File: src/design/bltc_pkg.sv
// Constants, register indices and types for the block-transfer control core
// Assumes one memory-clock domain shared with the host index port
package bltc_pkg;

  // Data widths
  localparam int unsigned IO_W = 8;
  localparam int unsigned PIX_W = 16;
  localparam int unsigned CNT_W = 16;

  // Register indices behind the data port
  localparam logic [7:0] IDX_TRANSFER_MODE = 8'h30;
  localparam logic [7:0] IDX_CTRL_STATUS = 8'h31;
  localparam logic [7:0] IDX_ROP_SELECT = 8'h32;
  localparam logic [7:0] IDX_TCOLOR_LOW = 8'h34;
  localparam logic [7:0] IDX_TCOLOR_HIGH = 8'h35;
  localparam logic [7:0] IDX_TMASK_LOW = 8'h38;
  localparam logic [7:0] IDX_TMASK_HIGH = 8'h39;

  // Control/status field positions
  localparam int unsigned CTRL_BUSY_BIT = 0;
  localparam int unsigned CTRL_START_BIT = 1;
  localparam int unsigned CTRL_RESET_BIT = 2;
  localparam int unsigned CTRL_PROGRESS_BIT = 3;

  // Transfer mode field positions
  localparam int unsigned MODE_TCMP_EN_BIT = 3;
  localparam int unsigned MODE_TCMP_WIDE_BIT = 4;
  localparam int unsigned MODE_PATTERN_BIT = 6;

  // Values after reset
  localparam logic [7:0] RST_BYTE = 8'h00;
  localparam logic [15:0] RST_WORD = 16'h0000;

  // Raster-operation codes
  localparam logic [7:0] ROP_ZERO = 8'h00;
  localparam logic [7:0] ROP_NS_AND_ND = 8'h90;
  localparam logic [7:0] ROP_NS_AND_D = 8'h50;
  localparam logic [7:0] ROP_NOT_S = 8'hd0;
  localparam logic [7:0] ROP_S_AND_ND = 8'h09;
  localparam logic [7:0] ROP_NOT_D = 8'h0b;
  localparam logic [7:0] ROP_S_XOR_D = 8'h59;
  localparam logic [7:0] ROP_S_NAND_D = 8'hda;
  localparam logic [7:0] ROP_S_AND_D = 8'h05;
  localparam logic [7:0] ROP_S_XNOR_D = 8'h95;
  localparam logic [7:0] ROP_DEST = 8'h06;
  localparam logic [7:0] ROP_NS_OR_D = 8'hd6;
  localparam logic [7:0] ROP_SRC = 8'h0d;
  localparam logic [7:0] ROP_S_OR_ND = 8'had;
  localparam logic [7:0] ROP_S_OR_D = 8'h6d;
  localparam logic [7:0] ROP_ONES = 8'h0e;

  typedef enum logic [1:0] {
    BLTC_IDLE = 2'b00,
    BLTC_RUN = 2'b01,
    BLTC_PAUSE = 2'b10
  } bltc_state_t;

endpackage

File: src/design/bltc_rop.sv
// Two-operand raster-operation unit, purely combinational
// Assumes operand and destination are presented in the same cycle
`timescale 1ns/1ps
module bltc_rop (
  input wire logic [7:0] op_i,
  input wire logic [15:0] src_i,
  input wire logic [15:0] dst_i,
  output logic [15:0] res_o
);

  always_comb begin
    case (op_i)
      bltc_pkg::ROP_ZERO: res_o = 16'h0000;
      bltc_pkg::ROP_ONES: res_o = 16'hffff;
      bltc_pkg::ROP_SRC: res_o = src_i;
      bltc_pkg::ROP_S_AND_D: res_o = src_i & dst_i;
      bltc_pkg::ROP_S_OR_D: res_o = src_i | dst_i;
      bltc_pkg::ROP_S_XOR_D: res_o = src_i ^ dst_i;
      bltc_pkg::ROP_NOT_D: res_o = ~dst_i;
      bltc_pkg::ROP_NOT_S: res_o = ~src_i;
      bltc_pkg::ROP_DEST: res_o = dst_i;
      bltc_pkg::ROP_S_AND_ND: res_o = src_i & ~dst_i;
      bltc_pkg::ROP_NS_AND_ND: res_o = ~src_i & ~dst_i;
      bltc_pkg::ROP_NS_AND_D: res_o = ~src_i & dst_i;
      bltc_pkg::ROP_S_XNOR_D: res_o = ~(src_i ^ dst_i);
      bltc_pkg::ROP_S_NAND_D: res_o = ~(src_i & dst_i);
      bltc_pkg::ROP_NS_OR_D: res_o = ~src_i | dst_i;
      bltc_pkg::ROP_S_OR_ND: res_o = src_i | ~dst_i;
      // Unlisted codes leave the destination as it was
      default: res_o = dst_i;
    endcase
  end

endmodule

File: src/design/bltc_tcmp.sv
// Transparent-color compare under a per-bit don't-care mask
// Assumes the result word and setup registers share one clock
`timescale 1ns/1ps
module bltc_tcmp (
  input wire logic [15:0] pix_i,
  input wire logic [15:0] color_i,
  input wire logic [15:0] mask_i,
  input wire logic enable_i,
  input wire logic wide_i,
  output logic skip_o
);

  logic [15:0] diff;
  logic match;

  // Masked bits never count as a difference
  assign diff = (pix_i ^ color_i) & ~mask_i;
  // Narrow pixels look at the low byte only
  assign match = wide_i ? (diff == 16'h0000) : (diff[7:0] == 8'h00);
  assign skip_o = enable_i & match;

endmodule

File: src/design/bltc_core.sv
// Block-transfer control core: indexed registers, run/suspend engine,
// raster-operation combine and transparency suppression.
// Assumes host port, memory arbiter and pixel path share core_clk_i.
//
// Behaviour
// - Progress flag set at start, cleared at end
// - Progress stays set paused; reset clears it
// - Reset bit aborts engine; no later resume
// - Start runs on free cycle, clears when done
// - Start written zero pauses at line end
// - Paused line count shows remaining lines
// - Start written one resumes where stopped
// - Busy reads one while running, else zero
// - Eight-bit code picks two-operand function
// - Codes 0D source, 00 zeros, 0E ones
// - Codes 05 AND, 6D OR, 59 XOR
// - Codes 0B not dest, D0 not source, 06 dest
// - Codes 09, 90, 50 mixed AND forms
// - Codes 95 XNOR, DA NAND, D6, AD OR forms
// - Equal transparent result is not written
// - Mask ones drop bits from compare
// - Compare only when mode bit 3 set
// - Mode width bit picks 16 or 8 bits
`timescale 1ns/1ps
module bltc_core (
  input wire logic core_clk_i,
  input wire logic rst_n_i,
  input wire logic ce_i,
  input wire logic io_wr_i,
  input wire logic io_rd_i,
  input wire logic io_addr_i,
  input wire logic [7:0] io_wdata_i,
  output logic [7:0] io_rdata_o,
  input wire logic [15:0] xfer_width_i,
  input wire logic [15:0] xfer_height_i,
  input wire logic mem_free_i,
  input wire logic [15:0] src_pix_i,
  input wire logic [15:0] pat_pix_i,
  input wire logic [15:0] dst_pix_i,
  output logic pix_take_o,
  output logic dst_wr_o,
  output logic [15:0] dst_data_o,
  output logic [15:0] lines_left_o,
  output logic [15:0] pix_left_o,
  output logic busy_o,
  output logic progress_o
);

  typedef struct packed {
    logic [7:0] idx;
    logic [7:0] mode;
    logic [7:0] rop;
    logic [15:0] tcol;
    logic [15:0] tmsk;
    logic start;
    logic busy;
    logic prog;
    bltc_pkg::bltc_state_t st;
    logic [15:0] px;
    logic [15:0] ln;
    logic wr;
    logic [15:0] wdat;
    logic [7:0] rdat;
  } bltc_core_st_t;

  localparam bltc_core_st_t RST_STATE = '{
    idx: bltc_pkg::RST_BYTE,
    mode: bltc_pkg::RST_BYTE,
    rop: bltc_pkg::RST_BYTE,
    tcol: bltc_pkg::RST_WORD,
    tmsk: bltc_pkg::RST_WORD,
    start: 1'b0,
    busy: 1'b0,
    prog: 1'b0,
    st: bltc_pkg::BLTC_IDLE,
    px: bltc_pkg::RST_WORD,
    ln: bltc_pkg::RST_WORD,
    wr: 1'b0,
    wdat: bltc_pkg::RST_WORD,
    rdat: bltc_pkg::RST_BYTE
  };

  bltc_core_st_t state_r;
  bltc_core_st_t state_nxt;

  logic step;
  logic use_pattern;
  logic [15:0] operand;
  logic [15:0] rop_res;
  logic skip;
  logic line_end;
  logic last_line;
  logic [7:0] ctrl_view;
  logic [7:0] data_view;

  // A count of zero behaves as one, so both end the walk
  function automatic logic is_final(input logic [15:0] cnt);
    begin
      is_final = (cnt <= 16'h0001);
    end
  endfunction

  // Counters stop at zero rather than wrapping
  function automatic logic [15:0] count_down(input logic [15:0] cnt);
    begin
      if (cnt == 16'h0000) begin
        count_down = 16'h0000;
      end else begin
        count_down = cnt - 16'h0001;
      end
    end
  endfunction

  // Status byte; the reset bit always reads back as zero
  function automatic logic [7:0] pack_ctrl(
    input logic busy,
    input logic start,
    input logic prog
  );
    begin
      pack_ctrl = 8'h00;
      pack_ctrl[bltc_pkg::CTRL_BUSY_BIT] = busy;
      pack_ctrl[bltc_pkg::CTRL_START_BIT] = start;
      pack_ctrl[bltc_pkg::CTRL_PROGRESS_BIT] = prog;
    end
  endfunction

  // Fresh transfer: load both counters and raise the flags
  function automatic bltc_core_st_t launch_engine(
    input bltc_core_st_t s,
    input logic [15:0] width,
    input logic [15:0] height
  );
    begin
      launch_engine = s;
      launch_engine.px = width;
      launch_engine.ln = height;
      launch_engine.st = bltc_pkg::BLTC_RUN;
      launch_engine.busy = 1'b1;
      launch_engine.prog = 1'b1;
    end
  endfunction

  // Last pixel of the last line: back to idle, flags down
  function automatic bltc_core_st_t finish_engine(
    input bltc_core_st_t s
  );
    begin
      finish_engine = s;
      finish_engine.ln = 16'h0000;
      finish_engine.st = bltc_pkg::BLTC_IDLE;
      finish_engine.start = 1'b0;
      finish_engine.busy = 1'b0;
      finish_engine.prog = 1'b0;
    end
  endfunction

  // Abort drops all position state, so no resume
  function automatic bltc_core_st_t abort_engine(
    input bltc_core_st_t s
  );
    begin
      abort_engine = s;
      abort_engine.st = bltc_pkg::BLTC_IDLE;
      abort_engine.px = 16'h0000;
      abort_engine.ln = 16'h0000;
      abort_engine.wr = 1'b0;
      abort_engine.prog = 1'b0;
      abort_engine.start = 1'b0;
      abort_engine.busy = 1'b0;
    end
  endfunction

  // One pixel per granted memory cycle while running
  assign step = (state_r.st == bltc_pkg::BLTC_RUN) && mem_free_i;
  assign line_end = is_final(state_r.px);
  assign last_line = is_final(state_r.ln);

  // Pattern copy swaps the pattern in as first operand
  assign use_pattern = state_r.mode[bltc_pkg::MODE_PATTERN_BIT];
  assign operand = use_pattern ? pat_pix_i : src_pix_i;

  bltc_rop u_rop (
    .op_i(state_r.rop),
    .src_i(operand),
    .dst_i(dst_pix_i),
    .res_o(rop_res)
  );

  bltc_tcmp u_tcmp (
    .pix_i(rop_res),
    .color_i(state_r.tcol),
    .mask_i(state_r.tmsk),
    .enable_i(state_r.mode[bltc_pkg::MODE_TCMP_EN_BIT]),
    .wide_i(state_r.mode[bltc_pkg::MODE_TCMP_WIDE_BIT]),
    .skip_o(skip)
  );

  assign ctrl_view = pack_ctrl(state_r.busy, state_r.start,
    state_r.prog);

  // Data-port read mux; unmapped indices read zero
  always_comb begin
    case (state_r.idx)
      bltc_pkg::IDX_TRANSFER_MODE: begin
        data_view = state_r.mode;
      end
      bltc_pkg::IDX_CTRL_STATUS: begin
        data_view = ctrl_view;
      end
      bltc_pkg::IDX_ROP_SELECT: begin
        data_view = state_r.rop;
      end
      bltc_pkg::IDX_TCOLOR_LOW: begin
        data_view = state_r.tcol[7:0];
      end
      bltc_pkg::IDX_TCOLOR_HIGH: begin
        data_view = state_r.tcol[15:8];
      end
      bltc_pkg::IDX_TMASK_LOW: begin
        data_view = state_r.tmsk[7:0];
      end
      bltc_pkg::IDX_TMASK_HIGH: begin
        data_view = state_r.tmsk[15:8];
      end
      default: begin
        data_view = 8'h00;
      end
    endcase
  end

  always_comb begin
    state_nxt = state_r;
    state_nxt.wr = 1'b0;

    // Engine progress
    case (state_r.st)
      bltc_pkg::BLTC_IDLE: begin
        state_nxt.busy = 1'b0;
      end
      bltc_pkg::BLTC_RUN: begin
        if (step) begin
          // Suppressed pixels still consume their memory slot
          state_nxt.wr = ~skip;
          state_nxt.wdat = rop_res;
          if (line_end) begin
            state_nxt.px = xfer_width_i;
            if (last_line) begin
              state_nxt = finish_engine(state_nxt);
            end else begin
              // Line count only drops on a finished line
              state_nxt.ln = count_down(state_r.ln);
              if (!state_r.start) begin
                state_nxt.st = bltc_pkg::BLTC_PAUSE;
                state_nxt.busy = 1'b0;
                state_nxt.prog = 1'b1;
              end
            end
          end else begin
            state_nxt.px = count_down(state_r.px);
          end
        end
      end
      bltc_pkg::BLTC_PAUSE: begin
        state_nxt.busy = 1'b0;
        state_nxt.prog = 1'b1;
      end
      default: begin
        state_nxt.st = bltc_pkg::BLTC_IDLE;
        state_nxt.busy = 1'b0;
        state_nxt.prog = 1'b0;
        state_nxt.start = 1'b0;
      end
    endcase

    // Host writes act on the state the engine is moving to
    if (io_wr_i) begin
      if (!io_addr_i) begin
        state_nxt.idx = io_wdata_i;
      end else begin
        case (state_r.idx)
          bltc_pkg::IDX_TRANSFER_MODE: begin
            state_nxt.mode = io_wdata_i;
          end
          bltc_pkg::IDX_ROP_SELECT: begin
            state_nxt.rop = io_wdata_i;
          end
          bltc_pkg::IDX_TCOLOR_LOW: begin
            state_nxt.tcol[7:0] = io_wdata_i;
          end
          bltc_pkg::IDX_TCOLOR_HIGH: begin
            state_nxt.tcol[15:8] = io_wdata_i;
          end
          bltc_pkg::IDX_TMASK_LOW: begin
            state_nxt.tmsk[7:0] = io_wdata_i;
          end
          bltc_pkg::IDX_TMASK_HIGH: begin
            state_nxt.tmsk[15:8] = io_wdata_i;
          end
          bltc_pkg::IDX_CTRL_STATUS: begin
            if (io_wdata_i[bltc_pkg::CTRL_RESET_BIT]) begin
              state_nxt = abort_engine(state_nxt);
            end else if (io_wdata_i[bltc_pkg::CTRL_START_BIT]) begin
              state_nxt.start = 1'b1;
              if (state_nxt.st == bltc_pkg::BLTC_IDLE) begin
                state_nxt = launch_engine(state_nxt, xfer_width_i,
                  xfer_height_i);
              end else if (state_nxt.st == bltc_pkg::BLTC_PAUSE) begin
                // Counters were kept, so the walk continues
                state_nxt.st = bltc_pkg::BLTC_RUN;
                state_nxt.busy = 1'b1;
              end
            end else begin
              // Clearing start is a request, honoured at line end
              state_nxt.start = 1'b0;
            end
          end
          default: begin
            state_nxt.idx = state_r.idx;
          end
        endcase
      end
    end

    // Read data is captured one cycle after the strobe
    if (io_rd_i) begin
      state_nxt.rdat = io_addr_i ? data_view : state_r.idx;
    end
  end

  always_ff @(posedge core_clk_i) begin
    if (!rst_n_i) begin
      state_r <= RST_STATE;
    end else if (ce_i) begin
      state_r <= state_nxt;
    end
  end

  assign pix_take_o = step & ce_i;
  assign dst_wr_o = state_r.wr;
  assign dst_data_o = state_r.wdat;
  assign io_rdata_o = state_r.rdat;
  assign lines_left_o = state_r.ln;
  assign pix_left_o = state_r.px;
  assign busy_o = state_r.busy;
  assign progress_o = state_r.prog;

endmodule

File: config.mk
export PLATFORM = sky130hd
export DESIGN_NAME = bltc_core
export DESIGN_NICKNAME = d
export VERILOG_FILES = /design/src/design/bltc_pkg.sv /design/src/design/bltc_rop.sv /design/src/design/bltc_tcmp.sv /design/src/design/bltc_core.sv
export SDC_FILE = /design/constraint.sdc
export NUM_CORES = 1
export LEC_CHECK = 0
export BUFFER_PORTS_ARGS = -buffer_cell sky130_fd_sc_hd__buf_2
export CAP_MARGIN = 20
export CORE_MARGIN = 5
export CORE_UTILIZATION = 59
export DETAILED_ROUTE_END_ITERATION = 10
export PLACE_DENSITY = 0.93
export SYNTH_ARGS = -nofsm -noshare
export SYNTH_HDL_FRONTEND = slang
export SYNTH_HIERARCHICAL = 1
export SYNTH_SLANG_ARGS = --single-unit
File: constraint.sdc
create_clock -name core_clk_i -period 4.8 [get_ports core_clk_i]
set_input_delay 0.48 -clock core_clk_i [delete_from_list [all_inputs] [get_ports core_clk_i]]
set_output_delay 0.48 -clock core_clk_i [all_outputs]
set_load 0.05 [all_outputs]
### Word level (Yosys, flattened, before mapping)

Index checks and enable logic that the tools add are counted.

* add/subtract/negate cells: 2
* $mul: 0
* divide/modulo/power cells: 0
* order comparisons: 2
* equal/unequal tests: 25
* shift-type cells: 0
* mux-type cells: 41
* bitwise gates (word level): 18
* reduce and logical (&&, ||, !) cells: 11

Operators with widths (count)
* one-hot mux 16 bit (15 select lines): 1
* 2-to-1 mux 62 bit: 3
* 2-to-1 mux 118 bit: 1
* 2-to-1 mux 57 bit: 2
* one-hot mux 8 bit (2 select lines): 7
* 2-to-1 mux 110 bit: 1
* AND 16 bit: 5
* 2-to-1 mux 16 bit: 5
* inverter 16 bit: 5
* 2-to-1 mux 61 bit: 1
* == test 8 x 6 -> 1 bit (second input constant): 7
* one-hot mux 8 bit (7 select lines): 1
* == test 8 bit (second input constant): 6
* logical NOT 16 bit: 3
* OR 16 bit: 3
* 2-to-1 mux 41 bit: 1
* == test 8 x 4 -> 1 bit (second input constant): 4
* less-or-equal comparator 16 x 1 -> 1 bit (second input constant): 2
* subtractor 16 x 1 -> 16 bit (second input constant): 2
* XOR 16 bit: 2
* == test 8 x 7 -> 1 bit (second input constant): 3
* 2-to-1 mux 8 bit: 3
* logical NOT 8 bit: 2
* == test 8 x 3 -> 1 bit (second input constant): 1
* 17 further kinds: 28

* register bits: 118
* bits in latches: 0
* memory bits (writable): 0
* memory bits (read-only): 0
* bits of input ports: 95
* logic and storage cells: 113
* memories: 0

### Depth between registers and ports, before layout

* word-level depth: 22
* mapped depth: 15
* depth with buffers taken out: 13

### Modules after synthesis

The synthesis kept the hierarchy.

Modules (own cells, without submodules)
* bltc_core: instances 1, cells each 839, area each 6966.7 µm², seq. area each 2362.3 µm²
* bltc_rop: instances 1, cells each 382, area each 2946.6 µm², seq. area each 0.0 µm²
* bltc_tcmp: instances 1, cells each 28, area each 221.5 µm², seq. area each 0.0 µm²

### Worst setup path before layout

No wires, ideal clock.

* path kind: reg2reg
* from: register state_r[108] (netlist name)
* to: register state_r, in the netlist dst_wr_o
* library setup time: 115 ps
* data arrival time: 3902 ps
* required time: 4685 ps
* path slack: 783 ps
* stages on the path, launching flop included: 16
* path buffers: 2
* cells stage by stage: dfxtp_1 clkbuf_1 clkbuf_1 mux2_2 ha_1 and3_1 o211ai_1 a21oi_1 nor4bb_1 a31oi_4 xnor2_1 o22ai_1 or4_1 a2111oi_2 a211oi_1 o21a_1

* cells in the longest elaborated chain, start to end: 19
* elaborated cells between the ends (all ways): 29
* those cells by class: mux (12); bitwise (15); reduce/logical (2)

Ends and longest elaborated chain
* start: declaration: RTL line bltc_core.sv:83 `bltc_core_st_t state_r;`
* start signal: assignment: RTL line bltc_core.sv:335 `state_r <= state_nxt;`
* 2-to-1 mux 16 bit *: RTL line bltc_core.sv:181 `assign operand = use_pattern ? pat_pix_i : src_pix_i;`
* net operand[10]: RTL line bltc_core.sv:88 `logic [15:0] operand;`
* inverter 16 bit (tied with other cells)
* OR 16 bit (tied with other cells): RTL line bltc_rop.sv:27 `bltc_pkg::ROP_NS_OR_D: res_o = ~src_i | dst_i;`
* one-hot mux 16 bit (15 select lines) *: RTL line bltc_rop.sv:12 `case (op_i)`
* net rop_res[10]: RTL line bltc_core.sv:89 `logic [15:0] rop_res;`
* XOR 16 bit *: RTL line bltc_tcmp.sv:17 `assign diff = (pix_i ^ color_i) & ~mask_i;`
* AND 16 bit *: RTL line bltc_tcmp.sv:17
* [3 not listed]
* net skip: RTL line bltc_core.sv:90 `logic skip;`
* [2 not listed]
* 2-to-1 mux 62 bit *: RTL line bltc_core.sv:242 `if (step) begin`
* 2-to-1 mux 57 bit *: RTL line bltc_core.sv:237 `case (state_r.st)`
* 2-to-1 mux 57 bit: RTL line bltc_core.sv:305 `if (state_nxt.st == bltc_pkg::BLTC_IDLE) begin`
* 2-to-1 mux 61 bit: RTL line bltc_core.sv:303 `end else if (io_wdata_i[bltc_pkg::CTRL_START_BIT]) begin`
* 2-to-1 mux 62 bit: RTL line bltc_core.sv:301 `if (io_wdata_i[bltc_pkg::CTRL_RESET_BIT]) begin`
* 2-to-1 mux 62 bit: RTL line bltc_core.sv:281 `case (state_r.idx)`
* 2-to-1 mux 110 bit: RTL line bltc_core.sv:278 `if (!io_addr_i) begin`
* 2-to-1 mux 118 bit *: RTL line bltc_core.sv:277 `if (io_wr_i) begin`

The timed path passes the listed nets; every way through them passes the cells marked *.
A chain may end at the register's enable or synchronous reset.

### Worst setup path in the final report

* from: register state_r[97] (netlist name)
* to: register state_r, in the netlist dst_wr_o

* cells in the longest elaborated chain, start to end: 17
* elaborated cells between the ends (all ways): 32
* those cells by class: eq/ne (14); mux (11); bitwise (4); reduce/logical (3)

Ends and longest elaborated chain
* == test 8 bit (tied with other cells): RTL line bltc_rop.sv:12
* one-hot mux 16 bit (15 select lines) *: RTL line bltc_rop.sv:12
* net rop_res[14]: RTL line bltc_core.sv:89
* XOR 16 bit *: RTL line bltc_tcmp.sv:17
* AND 16 bit *: RTL line bltc_tcmp.sv:17
* logical NOT 16 bit *: RTL line bltc_tcmp.sv:19 `assign match = wide_i ? (diff == 16'h0000) : (diff[7:0] == 8'h00);`
* 2-to-1 mux 1 bit *: RTL line bltc_tcmp.sv:19
* AND 1 bit *: RTL line bltc_tcmp.sv:20 `assign skip_o = enable_i & match;`
* net skip: RTL line bltc_core.sv:90
* [2 not listed]
* 2-to-1 mux 62 bit *: RTL line bltc_core.sv:242
* 2-to-1 mux 57 bit *: RTL line bltc_core.sv:237
* 2-to-1 mux 57 bit: RTL line bltc_core.sv:305
* 2-to-1 mux 61 bit: RTL line bltc_core.sv:303
* 2-to-1 mux 62 bit: RTL line bltc_core.sv:301
* 2-to-1 mux 62 bit: RTL line bltc_core.sv:281
* 2-to-1 mux 110 bit: RTL line bltc_core.sv:278
* 2-to-1 mux 118 bit *: RTL line bltc_core.sv:277

Marked as above.

==> impl_results.md <==
- Status: complete, no violations
- Placed cell areas: 10500 um2
- Number of synthesized flops with an enable pin: 0
- Detailed placer's ending HPWL: ~23000 um
- Sequential share of power: approximately two fifths
- Sink Count: 118
- Filler cells: 1312
- DR WL/cell: 21.7 um
- Inserted Diodes: 0
- GRT overflow: 0
- Worst-skew pair later-pin latency: 420 ps
- Starting Density: 59.4%
- Dpl ws: ~860 ps
- Max_cap viols: 0
- Clock network fraction of design power: 52.3%
- Core area: between 15000 and 20000 um2
- Fin. Hold Viols: 0
- TritonCTS clock tree: yes
- Io pins: 155
- Worst slew margin: 24.1%
- Internal power: 1.90 mW
- Unrepaired setup endpoints after global routing: false
- Flops & latches, synth: 118
- CP startpoint kind: flip-flop
- Util after Layout: 65.0%
- Seq/Total Area, Yosys: between 20% and 30%
- PwrDens: 227 nW/um2
- CP Max Fanout: 20
- # rows: 48
- Initial antenna violation count: 0
- Setup ws final: 585 ps
- Post-CTS Setup Inserts: 0
- Gr usage total: 31.6%
- Die span in y: approximately 140 um
- Dominant synthesized flop cell: dfxtp_1
- Worst slew pin tran: 1110 ps
- Finished Cell Area: 11100 um2
- Hold depth: 3
- Layout cells sized above 1: between 20% and 30%
- Synthesis Warnings: 6
- First-pass GRT wire length: between 50000 and 60000 um
- Asr flop ratio synth: 0%
- CTS resizes: 0
- Hold buffers post-CTS: 0
- CP required: 5110 ps
- Final Max Tran Viols: 0
- Die area: 19900 um2
- Skew final: between 9 and 10 ps
- Via count: ~11000
- DRT antenna net count: 0
- Post-layout minimum cycle time: between 4000 and 5000 ps
- CTS H-tree lvls: 4
- LEAKAGE: 4.27 nW
- Syn Area/Cell: 8.11 um2
- Setup TNS: 0 ps
- Post-DR vias/cell: 7.08
- Max VDD drop: between 150 and 200 uV
- CTS root buf: clkbuf_16
- DR pass1 iterations: 9
- Maximum number of pins on one net before global-route repair: between 90 and 100
- Die width: 141 um
- Final nets: 1428
- Final Non-Filler Cells: about 1500
- CP Class: flip-flop to flip-flop
- Worst EP arrival: approximately 4500 ps
- CP max stage cell: a2111oi_0
- Max incr delay on CP: 810 ps
- Vias in the first global route: 9884
- Final worst path period share: 87.8%
- Clk pin slew, worst setup/hold paths: 60 ps
- Iter 0 DRT Violations: 1688
- Clock buffer depth: 2
- Final setup fails: 0
- Hold WC Path Type: input port to flip-flop
- Net Sw Frac: between 20 and 25%
- Combinational share of power: 8.2%
- Total power: 2.52 mW
- Count of different cell masters after synthesis: 95
- Max frequency: 237 MHz
- Port Buf Inserts: about 150
- Gpl congestion: 1.05
- Syn Std Cell Area: between 10000 and 15000 um2
- Worst r2r path cells: 12
- Critical Path Sink Type: flip-flop
- Switch Pwr: around 0.6 mW
- Layout Area Growth over Synthesis: 9.40%
- DRC Markers: 0
- Inst Count DP: 1502
- Crit-path cells: buf_4 > nand2b_1 > o22a_1 > nor2_1 > a2111oi_0 > a31oi_4 > xnor2_1 > o22ai_1 > or4_1 > a2111oi_2 > a211oi_1 > o21a_1
- Mapped Cells: approximately 1200
- Final wirelength: 33200 um
- Post-synth net total: 1381
- Inserted Clock Buffers: 17
- WHS: 252 ps
==> routing by layer <==
metal | part of all wire, % | track usage, %
met1 | 38 | 41.0
met2 | 43 | 48.8
met3 | 13 | 8.07
met4 | 5.5 | 15.2
met5 | 0 | 0
==> cells in the mapped netlist, types with 11 or more instances <==
master | number | area [um2]
xnor2_1 | 16 | 140
a21boi_0 | 41 | 308
o22ai_1 | 23 | 144
dfxtp_1 | 118 | 2360
nor3_1 | 48 | 240
a21oi_1 | 34 | 170
nand4_1 | 14 | 87.6
nor4_1 | 15 | 93.8
o22a_1 | 17 | 149
buf_2 | 13 | 65.1
ha_1 | 37 | 463
a31oi_1 | 11 | 68.8
o211ai_1 | 19 | 143
nor2b_1 | 49 | 307
o21ai_0 | 78 | 390
mux2_2 | 26 | 293
buf_4 | 63 | 473
inv_1 | 30 | 113
a22oi_1 | 38 | 285
nand3_1 | 48 | 240
o31ai_1 | 13 | 97.6
clkbuf_1 | 64 | 240
nand2_1 | 120 | 450
mux2i_1 | 49 | 490
o221ai_1 | 13 | 114
nand2b_1 | 12 | 75.1
nor2_1 | 37 | 139
==> cell families after synthesis <==
kind of cell	Yosys count	synth area share (%)
fa+ha+maj	37	4.57
xor+xnor	17	1.47
flops	118	23.3
mux	75	7.73
buf+inv	186	10.3
simple gates	427	23.3
compound gates	389	29.3
==> power groups by stage <==
| stage | combinational, mW | sequential, mW | clock [mW] |
|---|---|---|---|
| after CTS | 0.200 | 0.991 | 1.31 |
| after detailed placement | 0.197 | 1.01 | 0 |
| after global placement | 0.195 | 1.01 | 0 |
| after global routing | 0.221 | 0.991 | 1.36 |
| after floorplan | 0.115 | 1.01 | 0 |
| final | 0.207 | 0.991 | 1.32 |
==> worst max-delay path: cells and delay by family, from the launching register on <==
family	cells	cell delay (ps)
buffers and inverters	1	340
DFF	1	540
and+or+nand+nor	3	900
xor gates and xnor gates	1	230
AOI/OAI and AO/OA	7	2080
==> state kept, by name, indices dropped and copies added, names as in the netlist <==
register / count
dst_data_o: 16
ctrl_view: 1
state_r: 58
lines_left_o: 16
io_rdata_o: 8
progress_o: 1
dst_wr_o: 1
pix_left_o: 16
busy_o: 1
==> final timing paths <==
check | start | endpoint | slack, ps
min | xfer_height_i[2] | lines_left_o[2] | 250
min reg2reg | dst_data_o[12] | dst_data_o[12] | 470
max reg2reg | state_r[97] | dst_wr_o | 580
max | state_r[97] | dst_wr_o | 580
==> placed cells by master (no fill, tap or decap), types with 16 or more instances in the layout <==
cell	Yosys	layout
nor2b_1	49	49
dfxtp_1	118	118
clkbuf_16	0	17
a21oi_1	34	33
buf_4	63	28
nor3_1	48	48
buf_2	13	154
inv_1	30	30
a22oi_1	38	38
o211ai_1	19	19
a21boi_0	41	41
ha_1	37	37
mux2i_1	49	49
o21ai_0	78	78
mux2_2	26	26
nand3_1	48	48
o22ai_1	23	23
xnor2_1	16	16
nor2_1	37	37
nand2_1	120	120
o22a_1	17	17
==> cell type report <==
class	instances	area (um2)	share of cell area [%]
Clock buffer	20	457	4.12
Clock inverter	12	151	1.37
Inverter	32	120	1.08
Multi-Input combinational cell	945	6730	60.7
Sequential cell	118	2360	21.3
Tap cell	225	282	2.54
Timing Repair Buffer	182	981	8.85
(Power assumes the default switching activity.)
